[config.mk]
export PLATFORM = sky130hd
export DESIGN_NAME = drs_sequencer
export DESIGN_NICKNAME = d
export VERILOG_FILES = /design/src/rtl/drs_pkg.sv /design/src/rtl/drs_delay_timer.sv /design/src/rtl/drs_sequencer.sv
export SDC_FILE = /design/constraint.sdc
export NUM_CORES = 1
export LEC_CHECK = 0
export ABC_AREA = 1
export BUFFER_PORTS_ARGS = -buffer_cell sky130_fd_sc_hd__buf_2
export CAP_MARGIN = 20
export CORE_AREA = 2 2 88 90
export DETAILED_ROUTE_END_ITERATION = 10
export DIE_AREA = 0 0 90 92
export HOLD_SLACK_MARGIN = 0.03
export PLACE_DENSITY = 0.84
export SLEW_MARGIN = 30
export SYNTH_ARGS = -nofsm -noshare
export SYNTH_HDL_FRONTEND = slang
export SYNTH_SLANG_ARGS = --single-unit
[constraint.sdc]
create_clock -name I_REF_CLK -period 2.8 [get_ports I_REF_CLK]
set_input_delay 0.28 -clock I_REF_CLK [delete_from_list [all_inputs] [get_ports I_REF_CLK]]
set_output_delay 0.28 -clock I_REF_CLK [all_outputs]
set_load 0.01 [all_outputs]
[src/rtl/drs_pkg.sv]
// Package of constants and types for the dual rail sequencer supervisor
package drs_pkg;

   // ------------------------------------------------------------
   // Timing
   // ------------------------------------------------------------
   localparam int unsigned CLK_FREQ_HZ    = 100_000_000;
   localparam int unsigned RST_DELAY_MS   = 30;
   localparam int unsigned RST_DELAY_CYC  = (CLK_FREQ_HZ / 1000) * RST_DELAY_MS;
   localparam int unsigned CNT_W          = 22;

   // ------------------------------------------------------------
   // AXI4-Lite register map (byte addresses)
   // ------------------------------------------------------------
   localparam logic [7:0] ADDR_STATUS     = 8'h00;
   localparam logic [7:0] ADDR_IRQ_STAT   = 8'h04;
   localparam logic [7:0] ADDR_IRQ_MASK   = 8'h08;
   localparam logic [7:0] ADDR_CTRL       = 8'h0C;
   localparam logic [1:0] RESP_OKAY       = 2'h0;
   localparam logic [1:0] RESP_SLVERR     = 2'h2;

   // Interrupt event bit positions
   localparam int unsigned EV_W           = 4;
   localparam int unsigned EV_RST_ASSERT  = 0;
   localparam int unsigned EV_RST_RELEASE = 1;
   localparam int unsigned EV_RAIL1_FAIL  = 2;
   localparam int unsigned EV_RAIL2_FAIL  = 3;

   // Reset values
   localparam logic [EV_W-1:0] IRQ_MASK_RST = 4'h0;
   localparam logic            SW_HOLD_RST  = 1'b0;

   // Sequencer states
   typedef enum logic [2:0] {
      DRS_OFF,
      DRS_FIRST_UP,
      DRS_BOTH_UP
   } drs_state_t;

   // Comparator flags from one rail monitor
   typedef struct packed {
      logic above_83;
      logic above_95;
   } drs_rail_mon_t;

endpackage

[src/rtl/drs_delay_timer.sv]
// Restartable reset release delay counter
module drs_delay_timer
   import drs_pkg::*;
(
   input  wire logic i_clk,
   input  wire logic i_arst_n,
   input  wire logic i_ce,
   input  wire logic i_hold,
   output logic      o_done
);

   // ------------------------------------------------------------
   // Counter
   // ------------------------------------------------------------
   logic [CNT_W-1:0] count;

   // Any hold restarts the count from zero, so a glitchy reset source
   // never shortens the release delay
   always_ff @(posedge i_clk or negedge i_arst_n) begin
      if (!i_arst_n) begin
         count  <= '0;
         o_done <= 1'b0;
      end else if (i_ce) begin
         if (i_hold) begin
            count  <= '0;
            o_done <= 1'b0;
         end else if (count == CNT_W'(RST_DELAY_CYC - 1)) begin
            o_done <= 1'b1;
         end else begin
            count  <= count + CNT_W'(1);
         end
      end
   end

endmodule

[src/rtl/drs_sequencer.sv]
// Top level: rail sequencer, power good, supervisor reset and AXI4-Lite registers
//
// Contract
// - Enable input high keeps both rails off; low starts power-up.
// - Order select high: second rail first, first rail waits for the second rail's 83% flag.
// - Second-rail-first order: first rail off when second rail drops below 83%.
// - Order select low: first rail first, second rail after first reaches 83%.
// - First-rail good output released once first rail reaches 95%.
// - First-rail good output driven low when first rail below 95%.
// - Reset output asserted while either manual reset input is low.
// - Reset released 30 ms after second rail above 95%, manual resets idle.
// - Reset driven low at once when second rail falls below 95%.
// - Manual reset inputs pulled up, undriven reads inactive.
//
// Chosen here: the placing of the registers and register access over AXI4-Lite.
module drs_sequencer
   import drs_pkg::*;
(
   input  wire logic        I_REF_CLK,
   input  wire logic        I_ARST_N,
   input  wire logic        I_CE,
   // Pins
   input  wire logic        I_ENABLE_N,
   input  wire logic        I_ORDER_SELECT,
   input  wire logic        I_MANUAL_RESET_A_N,
   input  wire logic        I_MANUAL_RESET_B_N,
   input  wire logic        I_FIRST_RAIL_83,
   input  wire logic        I_FIRST_RAIL_95,
   input  wire logic        I_SECOND_RAIL_83,
   input  wire logic        I_SECOND_RAIL_95,
   output logic             O_FIRST_RAIL_ON,
   output logic             O_SECOND_RAIL_ON,
   output logic             O_FIRST_RAIL_GOOD_OE,
   output logic             O_SUPERVISOR_RESET_N_OE,
   output logic             O_IRQ,
   // AXI4-Lite slave
   input  wire logic [7:0]  I_AWADDR,
   input  wire logic        I_AWVALID,
   output logic             O_AWREADY,
   input  wire logic [31:0] I_WDATA,
   input  wire logic [3:0]  I_WSTRB,
   input  wire logic        I_WVALID,
   output logic             O_WREADY,
   output logic [1:0]       O_BRESP,
   output logic             O_BVALID,
   input  wire logic        I_BREADY,
   input  wire logic [7:0]  I_ARADDR,
   input  wire logic        I_ARVALID,
   output logic             O_ARREADY,
   output logic [31:0]      O_RDATA,
   output logic [1:0]       O_RRESP,
   output logic             O_RVALID,
   input  wire logic        I_RREADY
);

   // ------------------------------------------------------------
   // Declarations
   // ------------------------------------------------------------
   drs_state_t      state;
   drs_state_t      next_state;
   drs_rail_mon_t   mon1;
   drs_rail_mon_t   mon2;
   logic            mr_a_n;
   logic            mr_b_n;
   logic            sw_hold;
   logic            rst_hold;
   logic            delay_done;
   logic            rst_released;
   logic            rail1_good;
   logic            rail2_good;
   logic            rail1_good_q;
   logic            rail2_good_q;
   logic [EV_W-1:0] irq_stat;
   logic [EV_W-1:0] irq_mask;
   logic [EV_W-1:0] events;
   logic [EV_W-1:0] w1c;
   logic            aw_held;
   logic            w_held;
   logic [7:0]      aw_addr;
   logic [31:0]     w_data;
   logic [3:0]      w_strb;
   logic            wr_go;

   // Pins are synchronous to the clock; pull-ups are modelled by the
   // pad, so a floating manual reset arrives here as a one
   assign mon1   = '{above_83: I_FIRST_RAIL_83, above_95: I_FIRST_RAIL_95};
   assign mon2   = '{above_83: I_SECOND_RAIL_83, above_95: I_SECOND_RAIL_95};
   assign mr_a_n = I_MANUAL_RESET_A_N;
   assign mr_b_n = I_MANUAL_RESET_B_N;

   // ------------------------------------------------------------
   // Sequencer
   // ------------------------------------------------------------
   // Next state; order select is sampled live so a change takes effect
   always_comb begin
      next_state = state;
      case (state)
         DRS_OFF: begin
            if (!I_ENABLE_N) begin
               next_state = DRS_FIRST_UP;
            end
         end
         DRS_FIRST_UP: begin
            if (I_ENABLE_N) begin
               next_state = DRS_OFF;
            end else if (I_ORDER_SELECT ? mon2.above_83 : mon1.above_83) begin
               next_state = DRS_BOTH_UP;
            end
         end
         DRS_BOTH_UP: begin
            if (I_ENABLE_N) begin
               next_state = DRS_OFF;
            end else if (I_ORDER_SELECT && !mon2.above_83) begin
               next_state = DRS_FIRST_UP;
            end
         end
         default: begin
            next_state = DRS_OFF;
         end
      endcase
   end

   // State register
   // I_CE low holds the sequence, the rails and the delay where they are
   always_ff @(posedge I_REF_CLK or negedge I_ARST_N) begin
      if (!I_ARST_N) begin
         state <= DRS_OFF;
      end else if (I_CE) begin
         state <= next_state;
      end
   end

   // Rail enables decoded from next state so they come from flops
   // Decoding next_state rather than state saves a cycle of rail delay
   always_ff @(posedge I_REF_CLK or negedge I_ARST_N) begin
      if (!I_ARST_N) begin
         O_FIRST_RAIL_ON  <= 1'b0;
         O_SECOND_RAIL_ON <= 1'b0;
      end else if (I_CE) begin
         case (next_state)
            DRS_FIRST_UP: begin
               O_FIRST_RAIL_ON  <= !I_ORDER_SELECT;
               O_SECOND_RAIL_ON <= I_ORDER_SELECT;
            end
            DRS_BOTH_UP: begin
               O_FIRST_RAIL_ON  <= 1'b1;
               O_SECOND_RAIL_ON <= 1'b1;
            end
            default: begin
               O_FIRST_RAIL_ON  <= 1'b0;
               O_SECOND_RAIL_ON <= 1'b0;
            end
         endcase
      end
   end

   // ------------------------------------------------------------
   // Power good and supervisor reset
   // ------------------------------------------------------------
   // Good flags are qualified by enable so shutdown always drops them
   assign rail1_good = !I_ENABLE_N && mon1.above_95;
   assign rail2_good = !I_ENABLE_N && mon2.above_95;

   // Any reset condition holds the delay timer in restart
   assign rst_hold = I_ENABLE_N || !mon2.above_95 || !mr_a_n || !mr_b_n
                     || sw_hold;

   drs_delay_timer u_delay (
      .i_clk    (I_REF_CLK),
      .i_arst_n (I_ARST_N),
      .i_ce     (I_CE),
      .i_hold   (rst_hold),
      .o_done   (delay_done)
   );

   // Power good: enable high pulls the open-drain pin low
   always_ff @(posedge I_REF_CLK or negedge I_ARST_N) begin
      if (!I_ARST_N) begin
         O_FIRST_RAIL_GOOD_OE <= 1'b1;
         rail1_good_q         <= 1'b0;
      end else if (I_CE) begin
         O_FIRST_RAIL_GOOD_OE <= !rail1_good;
         rail1_good_q         <= rail1_good;
      end
   end

   // Supervisor reset: asserts on the edge after any hold cause, so an
   // overload is never hidden behind the release delay
   always_ff @(posedge I_REF_CLK or negedge I_ARST_N) begin
      if (!I_ARST_N) begin
         O_SUPERVISOR_RESET_N_OE <= 1'b1;
         rst_released            <= 1'b0;
      end else if (I_CE) begin
         O_SUPERVISOR_RESET_N_OE <= rst_hold || !delay_done;
         rst_released            <= !rst_hold && delay_done;
      end
   end

   // Second rail good history, kept only to spot its loss for the interrupt
   always_ff @(posedge I_REF_CLK or negedge I_ARST_N) begin
      if (!I_ARST_N) begin
         rail2_good_q <= 1'b0;
      end else if (I_CE) begin
         rail2_good_q <= rail2_good;
      end
   end

   // ------------------------------------------------------------
   // Interrupts
   // ------------------------------------------------------------
   // Events: reset asserted/released, first or second rail lost good
   assign events[EV_RST_ASSERT]  = rst_released && (rst_hold || !delay_done);
   assign events[EV_RST_RELEASE] = !rst_released && !rst_hold && delay_done;
   assign events[EV_RAIL1_FAIL]  = rail1_good_q && !rail1_good;
   assign events[EV_RAIL2_FAIL]  = rail2_good_q && !rail2_good;

   // Sticky status; a new event wins over a write-one clear
   always_ff @(posedge I_REF_CLK or negedge I_ARST_N) begin
      if (!I_ARST_N) begin
         irq_stat <= '0;
      end else if (I_CE) begin
         irq_stat <= (irq_stat & ~w1c) | events;
      end
   end

   // Level interrupt from a flop
   // Uses the next status value so the line follows a clear without lag
   always_ff @(posedge I_REF_CLK or negedge I_ARST_N) begin
      if (!I_ARST_N) begin
         O_IRQ <= 1'b0;
      end else if (I_CE) begin
         O_IRQ <= |(((irq_stat & ~w1c) | events) & irq_mask);
      end
   end

   // ------------------------------------------------------------
   // AXI4-Lite write channel
   // ------------------------------------------------------------
   // A write completes once both halves are held and no response is
   // pending; the held copies keep the decode stable for that cycle
   assign wr_go = aw_held && w_held && !O_BVALID;
   assign w1c   = (wr_go && aw_addr == ADDR_IRQ_STAT && w_strb[0])
                  ? w_data[EV_W-1:0] : '0;

   // Address and data are taken in either order and held until both
   always_ff @(posedge I_REF_CLK or negedge I_ARST_N) begin
      if (!I_ARST_N) begin
         aw_held   <= 1'b0;
         w_held    <= 1'b0;
         aw_addr   <= '0;
         w_data    <= '0;
         w_strb    <= '0;
         O_AWREADY <= 1'b0;
         O_WREADY  <= 1'b0;
         O_BVALID  <= 1'b0;
         O_BRESP   <= RESP_OKAY;
      end else if (I_CE) begin
         O_AWREADY <= !aw_held && !(O_AWREADY && I_AWVALID);
         O_WREADY  <= !w_held && !(O_WREADY && I_WVALID);
         if (O_AWREADY && I_AWVALID) begin
            aw_held <= 1'b1;
            aw_addr <= I_AWADDR;
         end
         if (O_WREADY && I_WVALID) begin
            w_held <= 1'b1;
            w_data <= I_WDATA;
            w_strb <= I_WSTRB;
         end
         if (wr_go) begin
            aw_held  <= 1'b0;
            w_held   <= 1'b0;
            O_BVALID <= 1'b1;
            O_BRESP  <= (aw_addr == ADDR_STATUS || aw_addr == ADDR_IRQ_STAT
                         || aw_addr == ADDR_IRQ_MASK || aw_addr == ADDR_CTRL)
                        ? RESP_OKAY : RESP_SLVERR;
         end else if (O_BVALID && I_BREADY) begin
            O_BVALID <= 1'b0;
         end
      end
   end

   // Interrupt mask: a one lets the matching status bit reach O_IRQ
   always_ff @(posedge I_REF_CLK or negedge I_ARST_N) begin
      if (!I_ARST_N) begin
         irq_mask <= IRQ_MASK_RST;
      end else if (I_CE && wr_go && w_strb[0] && aw_addr == ADDR_IRQ_MASK) begin
         irq_mask <= w_data[EV_W-1:0];
      end
   end

   // Software hold of the reset output, acting as a third manual reset
   always_ff @(posedge I_REF_CLK or negedge I_ARST_N) begin
      if (!I_ARST_N) begin
         sw_hold <= SW_HOLD_RST;
      end else if (I_CE && wr_go && w_strb[0] && aw_addr == ADDR_CTRL) begin
         sw_hold <= w_data[0];
      end
   end

   // ------------------------------------------------------------
   // AXI4-Lite read channel
   // ------------------------------------------------------------
   // Read data is captured at the address edge and held with RVALID, so
   // a stalled RREADY never sees the value move under it
   always_ff @(posedge I_REF_CLK or negedge I_ARST_N) begin
      if (!I_ARST_N) begin
         O_ARREADY <= 1'b0;
         O_RVALID  <= 1'b0;
         O_RDATA   <= '0;
         O_RRESP   <= RESP_OKAY;
      end else if (I_CE) begin
         O_ARREADY <= !O_RVALID && !(O_ARREADY && I_ARVALID);
         if (O_ARREADY && I_ARVALID) begin
            O_RVALID <= 1'b1;
            O_RRESP  <= RESP_OKAY;
            case (I_ARADDR)
               ADDR_STATUS: begin
                  O_RDATA <= {24'h000000, state == DRS_BOTH_UP, O_FIRST_RAIL_ON,
                              O_SECOND_RAIL_ON, !O_FIRST_RAIL_GOOD_OE,
                              !O_SUPERVISOR_RESET_N_OE, mr_b_n, mr_a_n,
                              !I_ENABLE_N};
               end
               ADDR_IRQ_STAT: begin
                  O_RDATA <= {28'h0000000, irq_stat};
               end
               ADDR_IRQ_MASK: begin
                  O_RDATA <= {28'h0000000, irq_mask};
               end
               ADDR_CTRL: begin
                  O_RDATA <= {31'h00000000, sw_hold};
               end
               default: begin
                  O_RDATA <= '0;
                  O_RRESP <= RESP_SLVERR;
               end
            endcase
         end else if (O_RVALID && I_RREADY) begin
            O_RVALID <= 1'b0;
         end
      end
   end

endmodule

Word-level counts from Yosys, hierarchy flattened
Cells that the tools add are included.
{"block": "word_totals", "reg_bits": 99, "latchBits": 0, "ram_bits": 0, "romBits": 0, "output_inout_bits": 46, "wordCells": 142, "memories": 0}
{"block": "classes", "addsub": 1, "multipliers": 0, "div_mod_pow": 0, "n_lt_le_gt_ge": 0, "n_eq_ne": 12, "shift": 0, "mux": 25, "bitwise": 4, "reduce_logical": 73}
{"operator": "$mux W22", "n": 2}
{"operator": "$eq A8 B4 Y1 const B", "n": 4}
{"operator": "$pmux W8 S4", "n": 1}
{"operator": "$logic_and A1 B1 Y1", "n": 25}
{"operator": "$add A22 B1 Y22 const B", "n": 1}
{"operator": "$eq A22 B22 Y1 const B", "n": 1}
{"operator": "$logic_not A1 Y1", "n": 20}
{"operator": "$reduce_and A2 Y1", "n": 10}
{"operator": "$eq A8 B3 Y1 const B", "n": 2}
{"operator": "$logic_not A8 Y1", "n": 2}
{"operator": "$mux W3", "n": 5}
{"operator": "$mux W1", "n": 11}
{"operator": "$reduce_bool A2 Y1", "n": 5}
{"operator": "$pmux W3 S3", "n": 1}
{"operator": "$and A4 B4 Y4", "n": 2}
{"operator": "$logic_or A1 B1 Y1", "n": 8}
{"operator": "$reduce_or A4 Y1", "n": 2}
{"operator": "$eq A3 B1 Y1 const B", "n": 2}
{"operator": "$eq A3 B2 Y1 const B", "n": 2}
{"operator": "$mux W2", "n": 2}
{"operator": "$mux W4", "n": 1}
{"operator": "$not A4 Y4", "n": 1}
{"operator": "$or A4 B4 Y4", "n": 1}
{"operator": "$pmux W1 S2", "n": 2}
{"operator": "2 further kinds", "n": 2}

Depth between registers and ports, before layout
{"block": "logic_depth", "ltp_word": 11, "mapped_depth": 11, "depth_no_buf": 10}

By module
From an unflattened synthesis, not the netlist that was laid out.
{"block": "hier_totals", "hier_cells": 536, "area_unflattened_um2": 4041.4}
{"mod": "drs_sequencer", "n_inst": 1, "cells_each": 302, "area_each_um2": 2488.6, "seq_area_each_um2": 1253.7}
{"mod": "drs_delay_timer", "n_inst": 1, "cells_each": 234, "area_each_um2": 1552.7, "seq_area_each_um2": 575.6}

Worst setup path before layout
Ideal clock, no wire load.
{"block": "synth_timing", "kind": "flip-flop to flip-flop", "from": "reg u_delay.count[0]", "to": "reg u_delay.count[20]", "t_arrival_ns": 1.429, "t_required_ns": 2.683, "setup_slack_ns": 1.254, "stages_incl_launch_ff": 10, "n_path_buf": 1, "synth_period_minus_slack_ns": 1.546, "path_cell_list": "dfrtp_1 ha_1 nand2_1 nor2_4 nand3_2 nand2_4 nand2_4 buf_6 nand3_1 nand2_1"}
{"block": "synth_between", "elab_chain_len": 3}
{"item": "start, declared", "line_no": "drs_delay_timer.sv:15", "source": "logic [CNT_W-1:0] count;"}
{"item": "start signal, assigned", "line_no": "drs_delay_timer.sv:30", "source": "count <= count + CNT_W'(1);"}
{"item": "$add A22 B1 Y22 or $eq A22 B22 Y1 (tied branches)", "line_no": "drs_delay_timer.sv:30, drs_delay_timer.sv:27"}
{"item": "$mux W22 or $ne A2 B2 Y1 (tied branches)"}
{"item": "$mux W22 or $reduce_and A2 Y1 (tied branches)"}
Parallel ways exist; a longest one is shown, timed or not. The select of a mux whose other input is x is not followed.
A chain may end at the register's enable or synchronous reset.

Worst setup path in the final report
{"block": "layout_timing", "from": "reg u_delay.count[0]", "to": "reg u_delay.count[16]"}
Same word-level chain as after synthesis.

==> summary.txt <==
Drt
  • Vias: 3525
  • First-pass iteration count of the detailed router: 5
  • Post-route DRC: 0
  • Vias per inst: 5.094
  • Detailed-route wire length: 8.779 mm
  • 1st-iter DRT viols: 192
  • Antenna-violating nets left: 0
  • Drt wl/cell: 12.69 um

Global routing
  • First-pass GRT wire length: 14.61 mm
  • Vias in the first global route: 3291
  • Initial antenna violation count: 0
  • Largest net degree at the start of global routing: 46
  • Global-route usage over all layers: 0.2183
  • Total gr overflow: 0

Placed design
  • Post-DP HPWL: 6.719 mm
  • Post-Place Cells: 675
  • Gpl congestion: 0.9436
  • PortBufs: 56
  • Dpl ws: 0.8666 ns

STA
  • Max Slew Vio Count: 0
  • Final setup fails: 0
  • Final worst-path cycle share: 0.6931
  • Clock skew: 0.007959 ns
  • RSZ-0062 raised after global routing: false
  • Final Hold Viols: 0
  • Slew headroom: 0.5578
  • Setup ws final: 0.8594 ns
  • FMAX: 515.3 MHz
  • Slew @ Worst Pin: 0.6632 ns
  • Fin Setup TNS: 0 ns
  • Final min period: 1.941 ns

Critical path
  • CP Capture Type: flop
  • Worst Reg-to-Reg Cells: 9
  • Startpoint types: flop
  • CP Class: reg -> reg
  • Critical Path RT: 3.06 ns
  • Crit path to: u_delay.count[16]
  • FF-to-FF Start: u_delay.count[0]
  • Crit-path max FO: 24
  • R2R Setup Slk: 0.86 ns
  • Crit path from: u_delay.count[0]
  • Worst path arrival time: 2.20 ns
  • RR Endpoint: u_delay.count[16]

Die
  • Initial core utilization: 0.5412
  • Die H: 92 um
  • Die area: 8280 um2
  • Core ar.: 7447 um2
  • Die X: 90 um
  • Row count: 32
  • Io pins: 114

Power and ir drop
  • Static Leak: 2.179 nW
  • Power Density: 602.7 nW/um2
  • Final total power: 2.717 mW
  • VDD IR max: 0.0004107 V

Finish
  • Synth-to-layout area growth: 11.86%
  • Layout cell share with drive strength beyond 1: 0.1678
  • Ant. Diodes: 0
  • Commonest non-fill, non-tap cells in the layout: nand2_1, dfrtp_1, buf_2
  • Utilization after layout: 0.6053
  • Fill cells: 682
  • Non-Filler Instances: 692
  • Multi-input logic area: 1804 um2
  • Final net count: 654
  • Commonest non-fill, non-tap cell in the layout: nand2_1
  • Sequential standard cell area: 1829 um2

CTS
  • Num CTS Buffers: 9
  • Maximum clock path buffer count: 2
  • Root Buffer: clkbuf_8
  • Htree depth: 3
  • Clk slew on worst S/H paths: 0.07 ns
  • Sink Count: 73
  • CTS tree: built
  • Post_cts resized: 0
  • Post-CTS setup buffers: 0
  • Clk Latency, worst-skew pair: 0.34 ns

Logic synthesis
  • Avg Cell Area, Syn: 7.662 um2
  • Dominant cells by area after synthesis: dfrtp_1, nand2_1, nor2_1, buf_4, inv_1
  • Number of distinct library cells after synthesis: 39
  • Mapped Cells: 526
  • Synth top area share: 0.4409
  • Synthesis-stage register bit count: 73
  • Yosys warning count: 0
  • Post-Syn Area: 4030 um2
  • Top cell type by total area after synthesis: dfrtp_1
  • Seq/Total Area, Yosys: 0.4539

Outcome
  • Outcome: finished clean

Run
  • Max-cap violations: 0

Min path
  • HP Class: in -> reg
[critical path, cell delays in order (launching register included)]
cell and delay [ns]:
dfrtp_1 0.48, ha_1 0.28, nand2_1 0.14, nor2_4 0.17, nand3_2 0.14, nand2_4 0.12, nand2_4 0.19, inv_6 0.19
nand2_1 0.07, o21ai_0 0.07
[kinds of logic after synthesis]
family,share of synthesized area
compound gates,0.09966
xor+xnor,0.01956
fa+ha+maj,0.003104
buf+inv,0.1217
flops,0.4539
other cells,0.0009305
simple gates,0.3012
[through the flow]
step           hold WS [ns]  area (um2)
6_report             0.1181        4508
5_1_grt             0.09999        4508
4_1_cts              0.1046        4508
3_5_place_dp         0.3492        4292
3_3_place_gp         0.3503        4292
2_1_floorplan      -0.01559        4124
[cell type report]
cell class                 count  area share
clock buffer                  12     0.03442
clock inverter                 4     0.01138
inverter                      56     0.04774
multi-input combinational    385      0.4002
sequential                    73      0.4058
tap                          102     0.02831
timing repair buffer          60     0.07216
[what timing repair did]
| item | CTS | global route |
|---|---|---|
| setup endpoints to repair | 0 | 0 |
| hold buffers | 1 | 0 |
| hold endpoints to repair | 27 | 0 |
[flip-flops by register name, indices dropped and copies added, names as in the netlist, 3 cells and up]
name and flops:
state 3, u_delay.count 22, w_data 4, irq_stat 4
O_RDATA 8, irq_mask 4, aw_addr 8
[cells in the mapped netlist]
| cell type | count |
|---|---|
| nor2_2 | 1 |
| o21ai_2 | 10 |
| o2111ai_1 | 1 |
| buf_6 | 2 |
| nand2_4 | 2 |
| dfrtp_1 | 71 |
| clkinv_1 | 1 |
| inv_1 | 54 |
| o21a_1 | 1 |
| nand2_1 | 155 |
| xor2_1 | 9 |
| nor3_2 | 1 |
| o21ai_0 | 31 |
| ha_1 | 1 |
| buf_4 | 27 |
| o21ai_1 | 2 |
| clkbuf_4 | 1 |
| clkbuf_1 | 6 |
| nor2_4 | 2 |
| buf_12 | 1 |
| nand3_2 | 1 |
| nand3_1 | 40 |
| dfstp_2 | 2 |
| o22a_1 | 1 |
| a21oi_1 | 5 |
| o211ai_1 | 2 |
| o21bai_1 | 2 |
| or2_2 | 4 |
| nor3_1 | 12 |
| inv_6 | 1 |
| conb_1 | 1 |
| a21o_1 | 1 |
| nand2_2 | 1 |
| nor2_1 | 55 |
| o31ai_1 | 2 |
| o41ai_1 | 1 |
| nand4_1 | 9 |
| a31oi_1 | 6 |
| and3_1 | 1 |
[power by group]
part	internal (mW)	switching, mW
combinational	0.186	0.319
sequential	1.24	0.122
clock	0.462	0.389
[worst min path at each step]
stage                     from                   end  slack, ns  depth (start not counted)
2_1_floorplan         I_ARST_N             O_ARREADY      -0.02                          0
3_3_place_gp          I_ARST_N     u_delay.count[13]       0.35                          1
3_5_place_dp          I_ARST_N      u_delay.count[0]       0.35                          1
4_1_cts        I_FIRST_RAIL_95  O_FIRST_RAIL_GOOD_OE       0.10                          2
5_1_grt        I_FIRST_RAIL_95  O_FIRST_RAIL_GOOD_OE        0.1                          2
6_report       I_FIRST_RAIL_95  O_FIRST_RAIL_GOOD_OE       0.12                          2
[routing by layer]
layer  global-route usage  wire length, um  up-vias
met5                    0                0        -
met4               0.1064              205        0
met3              0.03040              464       23
met2               0.3565             4193      102
met1               0.2883             3916     1650
li1                     -                -     1750
Power figures use the tool's default switching activity.
